`src/rtl/sespi_pkg.sv`:
```
// Shared constants and types for the secure element serial host port
package sespi_pkg;
  localparam int SESPI_DATA_W = 8;
  localparam int SESPI_BIT_CNT_W = 3;
  localparam logic [2:0] SESPI_BIT_LAST = 3'h7;
  localparam logic [7:0] SESPI_IDLE_BYTE = 8'hFF;
  // Serial clock limit and the reference clock rate
  localparam int SESPI_LINK_MAX_KHZ = 10000;
  localparam int SESPI_REF_KHZ = 10000;
  // Reference cycles per half link period, rounded up
  localparam int SESPI_HALF_RAW = (SESPI_REF_KHZ + 2 * SESPI_LINK_MAX_KHZ - 1)
    / (2 * SESPI_LINK_MAX_KHZ);
  // Returned data passes two flip-flops in the host, so three reference
  // cycles per half period is the least that samples the current bit
  localparam int SESPI_HALF_MIN = 3;
  localparam int SESPI_HALF_CYC = (SESPI_HALF_RAW < SESPI_HALF_MIN) ?
    SESPI_HALF_MIN : SESPI_HALF_RAW;
  localparam logic [7:0] SESPI_HALF_CNT = 8'(SESPI_HALF_CYC);
  localparam logic [7:0] SESPI_CNT_RESET = 8'h00;
  localparam logic [1:0] SESPI_SYNC_RESET = 2'h0;
  typedef logic [SESPI_DATA_W-1:0] sespi_byte_t;
endpackage : sespi_pkg

```
`src/rtl/sespi_link_if.sv`:
```
// Serial link pins between host and secure element
`timescale 1ns/1ps
interface sespi_link_if;
  logic sclk;
  logic sel_n;
  logic mosi;
  logic miso;
  logic ready_irq;
  logic rst_n;
  logic sense_sel;
  modport host (
    output sclk,
    output sel_n,
    output mosi,
    input miso,
    input ready_irq,
    output rst_n
  );
  modport dev (
    input sclk,
    input sel_n,
    input mosi,
    output miso,
    output ready_irq,
    input rst_n,
    input sense_sel
  );
  // Sense pad is bonded to the select pad
  assign sense_sel = sel_n;
endinterface : sespi_link_if

```
`src/rtl/sespi_host.sv`:
```
// Host end: serial master that exchanges one byte per request
`timescale 1ns/1ps
module sespi_host (
  input wire logic ref_clk,
  input wire logic reset,
  sespi_link_if.host link,
  input wire logic req_valid,
  output logic req_ready,
  input wire logic [7:0] req_data,
  input wire logic req_last,
  input wire logic dev_rst_n,
  output logic rsp_valid,
  output logic [7:0] rsp_data,
  output logic rsp_pending
);
  typedef enum logic [1:0] {SESPI_IDLE, SESPI_LOW, SESPI_HIGH} sespi_hst_t;
  sespi_hst_t st_q;
  logic [7:0] div_q;
  logic [2:0] bit_q;
  logic [7:0] tx_q;
  logic [7:0] rx_q;
  logic last_q;
  logic sclk_q;
  logic sel_n_q;
  logic rsp_valid_q;
  logic [7:0] rsp_data_q;
  logic miso_s;
  logic irq_s;
  logic tick;

  ////////////////////////////////////////////////////////////////////////////
  sespi_sync u_miso (.clk(ref_clk), .reset(reset), .din(link.miso),
    .dout(miso_s));
  sespi_sync u_irq (.clk(ref_clk), .reset(reset), .din(link.ready_irq),
    .dout(irq_s));

  assign tick = (div_q == sespi_pkg::SESPI_HALF_CNT - 8'h01);
  assign req_ready = (st_q == SESPI_IDLE) || (st_q == SESPI_HIGH && tick &&
    bit_q == sespi_pkg::SESPI_BIT_LAST && !last_q);

  // Half period never shorter than the link limit allows
  always_ff @(posedge ref_clk)
  begin
    if (reset || st_q == SESPI_IDLE || tick)
      div_q <= sespi_pkg::SESPI_CNT_RESET;
    else
      div_q <= div_q + 8'h01;
  end

  always_ff @(posedge ref_clk)
  begin
    if (reset)
      st_q <= SESPI_IDLE;
    else
    begin
      unique case (st_q)
        SESPI_IDLE:
          if (req_valid)
            st_q <= SESPI_LOW;
        SESPI_LOW:
          if (tick)
            st_q <= SESPI_HIGH;
        SESPI_HIGH:
          if (tick && bit_q == sespi_pkg::SESPI_BIT_LAST)
            st_q <= (last_q || !req_valid) ? SESPI_IDLE : SESPI_LOW;
          else if (tick)
            st_q <= SESPI_LOW;
      endcase
    end
  end

  // Frame: select held low across bytes of one unit; a byte end with req_valid low closes it early
  always_ff @(posedge ref_clk)
  begin
    if (reset)
      sel_n_q <= 1'b1;
    else if (st_q == SESPI_IDLE && req_valid)
      sel_n_q <= 1'b0;
    else if (st_q == SESPI_HIGH && tick && bit_q == sespi_pkg::SESPI_BIT_LAST
      && (last_q || !req_valid))
      sel_n_q <= 1'b1;
  end

  always_ff @(posedge ref_clk)
  begin
    if (reset)
      sclk_q <= 1'b0;
    else if (st_q == SESPI_LOW && tick)
      sclk_q <= 1'b1;
    else if (st_q == SESPI_HIGH && tick)
      sclk_q <= 1'b0;
  end

  always_ff @(posedge ref_clk)
  begin
    if (reset)
    begin
      tx_q <= sespi_pkg::SESPI_IDLE_BYTE;
      last_q <= 1'b0;
      bit_q <= 3'h0;
    end
    else if (req_valid && req_ready)
    begin
      tx_q <= req_data;
      last_q <= req_last;
      bit_q <= 3'h0;
    end
    else if (st_q == SESPI_HIGH && tick)
    begin
      tx_q <= {tx_q[6:0], 1'b1};
      bit_q <= bit_q + 3'h1;
    end
  end

  // Sample on rising edge; synchroniser delay fits in the half period
  always_ff @(posedge ref_clk)
  begin
    if (reset)
      rx_q <= 8'h00;
    else if (st_q == SESPI_LOW && tick)
      rx_q <= {rx_q[6:0], miso_s};
  end

  always_ff @(posedge ref_clk)
  begin
    if (reset)
    begin
      rsp_valid_q <= 1'b0;
      rsp_data_q <= 8'h00;
    end
    else
    begin
      rsp_valid_q <= st_q == SESPI_HIGH && tick &&
        bit_q == sespi_pkg::SESPI_BIT_LAST;
      if (st_q == SESPI_HIGH && tick && bit_q == sespi_pkg::SESPI_BIT_LAST)
        rsp_data_q <= rx_q;
    end
  end

  assign link.sclk = sclk_q;
  assign link.sel_n = sel_n_q;
  assign link.mosi = tx_q[7];
  assign link.rst_n = dev_rst_n;
  assign rsp_valid = rsp_valid_q;
  assign rsp_data = rsp_data_q;
  assign rsp_pending = irq_s;
endmodule : sespi_host

```
`src/rtl/sespi_sync.sv`:
```
// Two-stage level synchroniser
`timescale 1ns/1ps
module sespi_sync (
  input wire logic clk,
  input wire logic reset,
  input wire logic din,
  output logic dout
);
  logic [1:0] sync_q;
  always_ff @(posedge clk)
  begin
    if (reset)
      sync_q <= sespi_pkg::SESPI_SYNC_RESET;
    else
      sync_q <= {sync_q[0], din};
  end
  assign dout = sync_q[1];
endmodule : sespi_sync

```
`src/flat_wrapper.sv`:
```
// flat-port wrapper written by rule: the top's interface ports become plain ports
module sespi_host_flat 
  (ref_clk, reset, req_valid, req_ready, req_data, req_last, dev_rst_n, rsp_valid, rsp_data, rsp_pending, link_sclk, link_sel_n, link_mosi, link_miso, link_ready_irq, link_rst_n);
  sespi_link_if link_i ();
  input wire logic ref_clk;
  input wire logic reset;
  input wire logic req_valid;
  output logic req_ready;
  input wire logic [7:0] req_data;
  input wire logic req_last;
  input wire logic dev_rst_n;
  output logic rsp_valid;
  output logic [7:0] rsp_data;
  output logic rsp_pending;
  output wire logic [$bits(link_i.sclk)-1:0] link_sclk;
  output wire logic [$bits(link_i.sel_n)-1:0] link_sel_n;
  output wire logic [$bits(link_i.mosi)-1:0] link_mosi;
  input wire logic [$bits(link_i.miso)-1:0] link_miso;
  input wire logic [$bits(link_i.ready_irq)-1:0] link_ready_irq;
  output wire logic [$bits(link_i.rst_n)-1:0] link_rst_n;
  assign link_sclk = link_i.sclk;
  assign link_sel_n = link_i.sel_n;
  assign link_mosi = link_i.mosi;
  assign link_i.miso = link_miso;
  assign link_i.ready_irq = link_ready_irq;
  assign link_rst_n = link_i.rst_n;
  sespi_host u_core (.ref_clk(ref_clk), .reset(reset), .link(link_i), .req_valid(req_valid), .req_ready(req_ready), .req_data(req_data), .req_last(req_last), .dev_rst_n(dev_rst_n), .rsp_valid(rsp_valid), .rsp_data(rsp_data), .rsp_pending(rsp_pending));
endmodule
```
`config.mk`:
```
export PLATFORM = sky130hd
export DESIGN_NAME = sespi_host_flat
export DESIGN_NICKNAME = d
export VERILOG_FILES = /design/src/rtl/sespi_pkg.sv /design/src/rtl/sespi_link_if.sv /design/src/rtl/sespi_host.sv /design/src/rtl/sespi_sync.sv /design/src/flat_wrapper.sv
export SDC_FILE = /design/constraint.sdc
export NUM_CORES = 1
export LEC_CHECK = 0
export BUFFER_PORTS_ARGS = -buffer_cell sky130_fd_sc_hd__buf_2
export CELL_PAD_IN_SITES_DETAIL_PLACEMENT = 1
export CELL_PAD_IN_SITES_GLOBAL_PLACEMENT = 1
export CORE_ASPECT_RATIO = 0.5
export CORE_UTILIZATION = 45
export CTS_CLUSTER_SIZE = 14
export DETAILED_ROUTE_END_ITERATION = 8
export GPL_ROUTABILITY_DRIVEN = 0
export PLACE_DENSITY_LB_ADDON = 0.1
export SLEW_MARGIN = 25
export SYNTH_ARGS = -nofsm -noshare
export SYNTH_HDL_FRONTEND = slang
export SYNTH_SLANG_ARGS = --single-unit
```
`constraint.sdc`:
```
create_clock -name ref_clk -period 4.25 [get_ports ref_clk]
set_input_delay 1.0625 -clock ref_clk [delete_from_list [all_inputs] [get_ports ref_clk]]
set_output_delay 1.0625 -clock ref_clk [all_outputs]
set_load 0.02 [all_outputs]
```
After elaboration in Yosys (flattened, before gate mapping)
Cells that the tools add are included.
{ "word_totals": {"out_inout_bits": 15, "wordCells": 53, "in_bits": 15, "regBits": 45} }
{ "classes": {"n_reduce_logical": 20, "n_addsub": 2, "n_mux": 12, "n_eq_ne": 7} }
{ "ops": {"columns": ["operator", "count"], "rows": [
  ["$mux 8", 2],
  ["$add 8x1->8 const B", 1],
  ["$eq 8x2->1 const B", 1],
  ["$logic_and 1x1->1", 8],
  ["$mux 2", 4],
  ["$pmux 2 s3", 1],
  ["$reduce_bool 2->1", 3],
  ["$mux 1", 5],
  ["$logic_or 1x1->1", 4],
  ["$add 3x1->3 const B", 1],
  ["$eq 3x3->1 const B", 1],
  ["$ne 3x2->1 const B", 1],
  ["$reduce_and 3->1", 1],
  ["$eq 2x1->1 const B", 1],
  ["$eq 2x2->1 const B", 1],
  ["$logic_not 1->1", 2],
  ["$logic_not 2->1", 1],
  ["$ne 2x1->1 const B", 1],
  ["$ne 2x2->1 const B", 1],
  ["$reduce_or 2->1", 1]
]} }

Logic depth before layout (Yosys ltp)
{ "logic_depth": {"ltp_word": 7, "depth_mapped": 7, "depth_no_buf": 6} }

Modules after synthesis
A second synthesis with hierarchy kept.
{ "hier_totals": {"cells_unflattened": 177, "area_unflattened_um2": 1794.2} }
{ "modules_own_cells": {"columns": ["mod", "cells_per_inst", "seq_area_each_um2", "area_per_inst_um2", "n_inst"], "rows": [
  ["sespi_host", 169, 820.8, 1689.1, 1],
  ["sespi_sync", 4, 40.0, 52.6, 2]
]} }

Worst setup path before layout
OpenSTA, ideal clock, no wires.
{ "synth_timing": {"path_kind": "flip-flop to output port", "from": "reg u_core.div_q[0]", "to": "out req_ready", "path_slack_ns": 1.478, "path_buffers": 1, "arrival_time_ns": 1.710, "required_ns": 3.188, "stages_incl_launch_ff": 7, "path_cell_list": "dfxtp_1 inv_1 ha_1 or3b_2 or3_1 buf_2 o22ai_2"} }
{ "synth_between": {"elab_chain_len": 5} }
{ "synth_lines": {"columns": ["item", "line", "rtl"], "rows": [
  ["start, declared", "sespi_host.sv:18", "logic [7:0] div_q;"],
  ["start signal, assigned", "sespi_host.sv:45", "div_q <= sespi_pkg::SESPI_CNT_RESET;"],
  ["start signal, assigned", "sespi_host.sv:47", "div_q <= div_q + 8'h01;"],
  ["$eq 8x2->1", "sespi_host.sv:37", "assign tick = (div_q == sespi_pkg::SESPI_HALF_CNT - 8'h01);"],
  ["$logic_and 1x1->1 (2 in series)", "sespi_host.sv:38", "assign req_ready = (st_q == SESPI_IDLE) || (st_q == SESPI_HIGH && tick &&"],
  ["$logic_and 1x1->1", "sespi_host.sv:39", "bit_q == sespi_pkg::SESPI_BIT_LAST && !last_q);"],
  ["$logic_or 1x1->1", "sespi_host.sv:38", null],
  ["end, declared", "flat_wrapper.sv:8", "output logic req_ready;"]
]} }
No other way between the ends.

Worst setup path in the final report
Ends and elaborated chain as after synthesis.

==> key figures <==
Die
  • Initial Utilization: about half
  • Die H: 46.5 µm
  • Core area: 3600 µm²
  • Die area: about 4200 µm²
  • FP Rows: 15
  • Die X: 91.0 µm
  • Ports: 30

Min path
  • HP Start: u_core.u_irq.sync_q[0]
  • Hold depth: 1
  • HP Class: register to register

Global routing
  • Antenna violations before repair: 0
  • Gr usage total: 18.3%
  • Largest net degree at the start of global routing: 33
  • Vias in the first global route: 1174
  • First-pass GRT wire length: 5680 µm
  • GRT overflow: 0

Timing
  • Crit share post-route: 76.8%
  • # setup viols final: 0
  • Max_slew headroom: between 50% and 60%
  • Clock period minus worst slack: ~3.3 ns
  • Final Hold Viols: 0
  • Fin Hold WS: roughly 0.44 ns
  • Max frequency: 0.306 GHz
  • Fin Setup TNS: 0 ns
  • Worst-Margin Slew: 0.729 ns
  • Clock skew: 0.00837 ns
  • RSZ-0062 raised after global routing: false
  • Final Max Tran Viols: 0

Power
  • P_leak: 0.930 nW
  • Pwr per Cell Area: about 400 nW/µm²
  • Maximum VDD drop: between 150 and 200 µV

Final layout
  • Layout area overhead: 15.4%
  • Number of fill cells: ~430
  • Ant diodes: 0
  • Post-layout util: 57.1%
  • Share of cells above drive strength 1: around 21%
  • Final net count: ~230

Detailed routing
  • WL met3: 146 µm
  • First-pass DRT Iterations: 3
  • Antenna-violating nets left: 0
  • Via count: 1301
  • Residual DRC: 0
  • Via density: 5.02
  • M1 WL: 1780 µm
  • Final WL: 3470 µm
  • Initial DRC count: 28
  • Metal2 WL: between 1500 and 2000 µm
  • Highest metal layer with signal wires: met4
  • WL per Instance: 13.4 µm

Critical path
  • Critical Path End: req_ready
  • Crit Path Max Fanout: 10
  • WP data required: 3.19 ns
  • CP startpoint kind: register
  • RR Startpoint: u_core.div_q[4]
  • Critical Path Start: u_core.div_q[0]
  • Crit Path Class: register to output port
  • Flop-to-flop setup slack: between 1.5 and 2 ns
  • Register-to-Register Path Depth: 4
  • R2R Path End: u_core.tx_q[1]
  • CP endpoint kind: output port
  • Critical Path AT: 2.20 ns

Status
  • Run status: finished clean

Clock network
  • Clk Latency, worst-skew pair: 0.30 ns
  • CTS resizes: 0
  • Sink Count: 45
  • CTS Buffer Depth: 2
  • Clock root buffer: clkbuf_8
  • Post-CTS Setup Bufs: 0
  • Clock buffer count from CTS: 5
  • CTS hold repair buffers: 0
  • Clock transition at the registers of the reported paths: 0.09 ns
  • CTS tree: built
  • H-Tree Depth: 2

Yosys
  • Avg Inst Size Synth: 9.85 µm²
  • Cell area after synthesis: 1780 µm²
  • Top cells by area, synth: dfxtp_1 51%, mux2i_1 10%, nor2_1 5.1%
  • Cell variety after synth: 36
  • Post-Syn Nets: 200
  • Syn Inst Count: ~180
  • Sequential share of the synthesized area: 50.5%
  • Synth area leader: dfxtp_1
  • Synth warn: 0
  • Share of the synthesized area in the top cell type: between 50% and 60%
  • Synth Register Bits: 45

Placed design
  • Port Buffer Count: 27
  • Detail Placement HPWL: roughly 2500 µm

Run
  • Max cap viols: 0
-- kinds of logic after synthesis --
logic type,share of synthesized area [%]
fa+ha+maj,2.81
simple gates,20.8
buf+inv,2.39
mux,10.1
compound gates,9.97
flops,50.5
xor+xnor,3.44
-- placed cells by master (no fill, tap or decap), types with 2 or more instances in the layout --
cell type	instances
buf_2	27
nor3_2	2
nor2_1	24
or3_1	2
nor2b_1	5
nand2_1	23
a2bb2oi_1	7
dfxtp_1	45
nand3_1	4
xnor2_1	2
mux2i_1	18
and2_1	2
xor2_1	5
ha_1	4
clkbuf_8	5
a21oi_1	12
-- state kept, by name, summed over array words and instances, names as in the netlist --
name                  cells
u_core.link.sclk          1
u_core.div_q              8
u_core.u_irq.sync_q       2
u_core.tx_q               8
u_core.u_miso.sync_q      2
u_core.bit_q              3
u_core.last_q             1
u_core.rsp_valid          1
u_core.rsp_data           8
u_core.rx_q               8
u_core.link.sel_n         1
u_core.st_q               2
-- metrics by stage --
step	instances	setup slack [ns]	instance area [µm²]	total power, mW
after global routing	259	0.861	2060	0.848
after CTS	259	0.957	2060	0.821
after detailed placement	251	1.29	1940	0.494
after global placement	251	1.34	1940	0.493
final	259	0.985	2060	0.810
after floorplan	181	1.48	1780	0.479
-- synthesized netlist by cell type (all sizes together) --
master	count
nand4b	1
nor2b	5
inv	1
nor4	2
xor2	5
o31a	1
or3	2
or3b	1
and2	2
or4	1
ha	4
nand4	1
nand2	23
o211ai	1
dfxtp	45
o22ai	1
clkbuf	2
o21bai	2
a21oi	12
mux2i	18
nor2	24
buf	6
a2bb2oi	7
nand3b	1
a221oi	1
nor3b	1
nand2b	1
xnor2	2
nand3	4
and3	2
nor3	2
-- worst min path at each step --
stage	endpoint	slack (ns)
after floorplan	u_core.u_irq.sync_q[1]	0.41
after global placement	u_core.u_miso.sync_q[1]	0.42
after detailed placement	u_core.u_miso.sync_q[1]	0.43
after CTS	u_core.u_irq.sync_q[1]	0.45
after global routing	u_core.u_irq.sync_q[1]	0.48
final	u_core.u_irq.sync_q[1]	0.44
-- report_power, final --
part	switching, mW	total (mW)	internal [mW]
registers	0.00665	0.438	0.431
clock network	0.151	0.327	0.176
logic	0.0250	0.0456	0.0206
-- routing by layer --
metal / GRT usage (%) / vias to the layer above
met5: 0 / -
li1: - / 670
met2: 28.9 / 20
met4: 8.57 / 0
met1: 23.4 / 609
met3: 5.94 / 2
-- layout make-up --
class | count | area [µm²] | area share (%)
flip-flops and latches | 45 | 901 | 43.8
multi-input cells | 127 | 840 | 40.8
repair buffers | 27 | 135 | 6.57
clock buffers | 5 | 68.8 | 3.34
well taps | 51 | 63.8 | 3.10
clock inverters | 3 | 46.3 | 2.25
inverters | 1 | 3.75 | 0.182
-- worst max-delay path, cell delays in order (launching register included) --
cell and delay, ns:
dfxtp_1 0.35, inv_1 0.07, ha_1 0.15, or3b_2 0.50, or3_1 0.50, o22ai_2 0.16, buf_2 0.18
No activity file was read; power rests on OpenSTA's default activity.
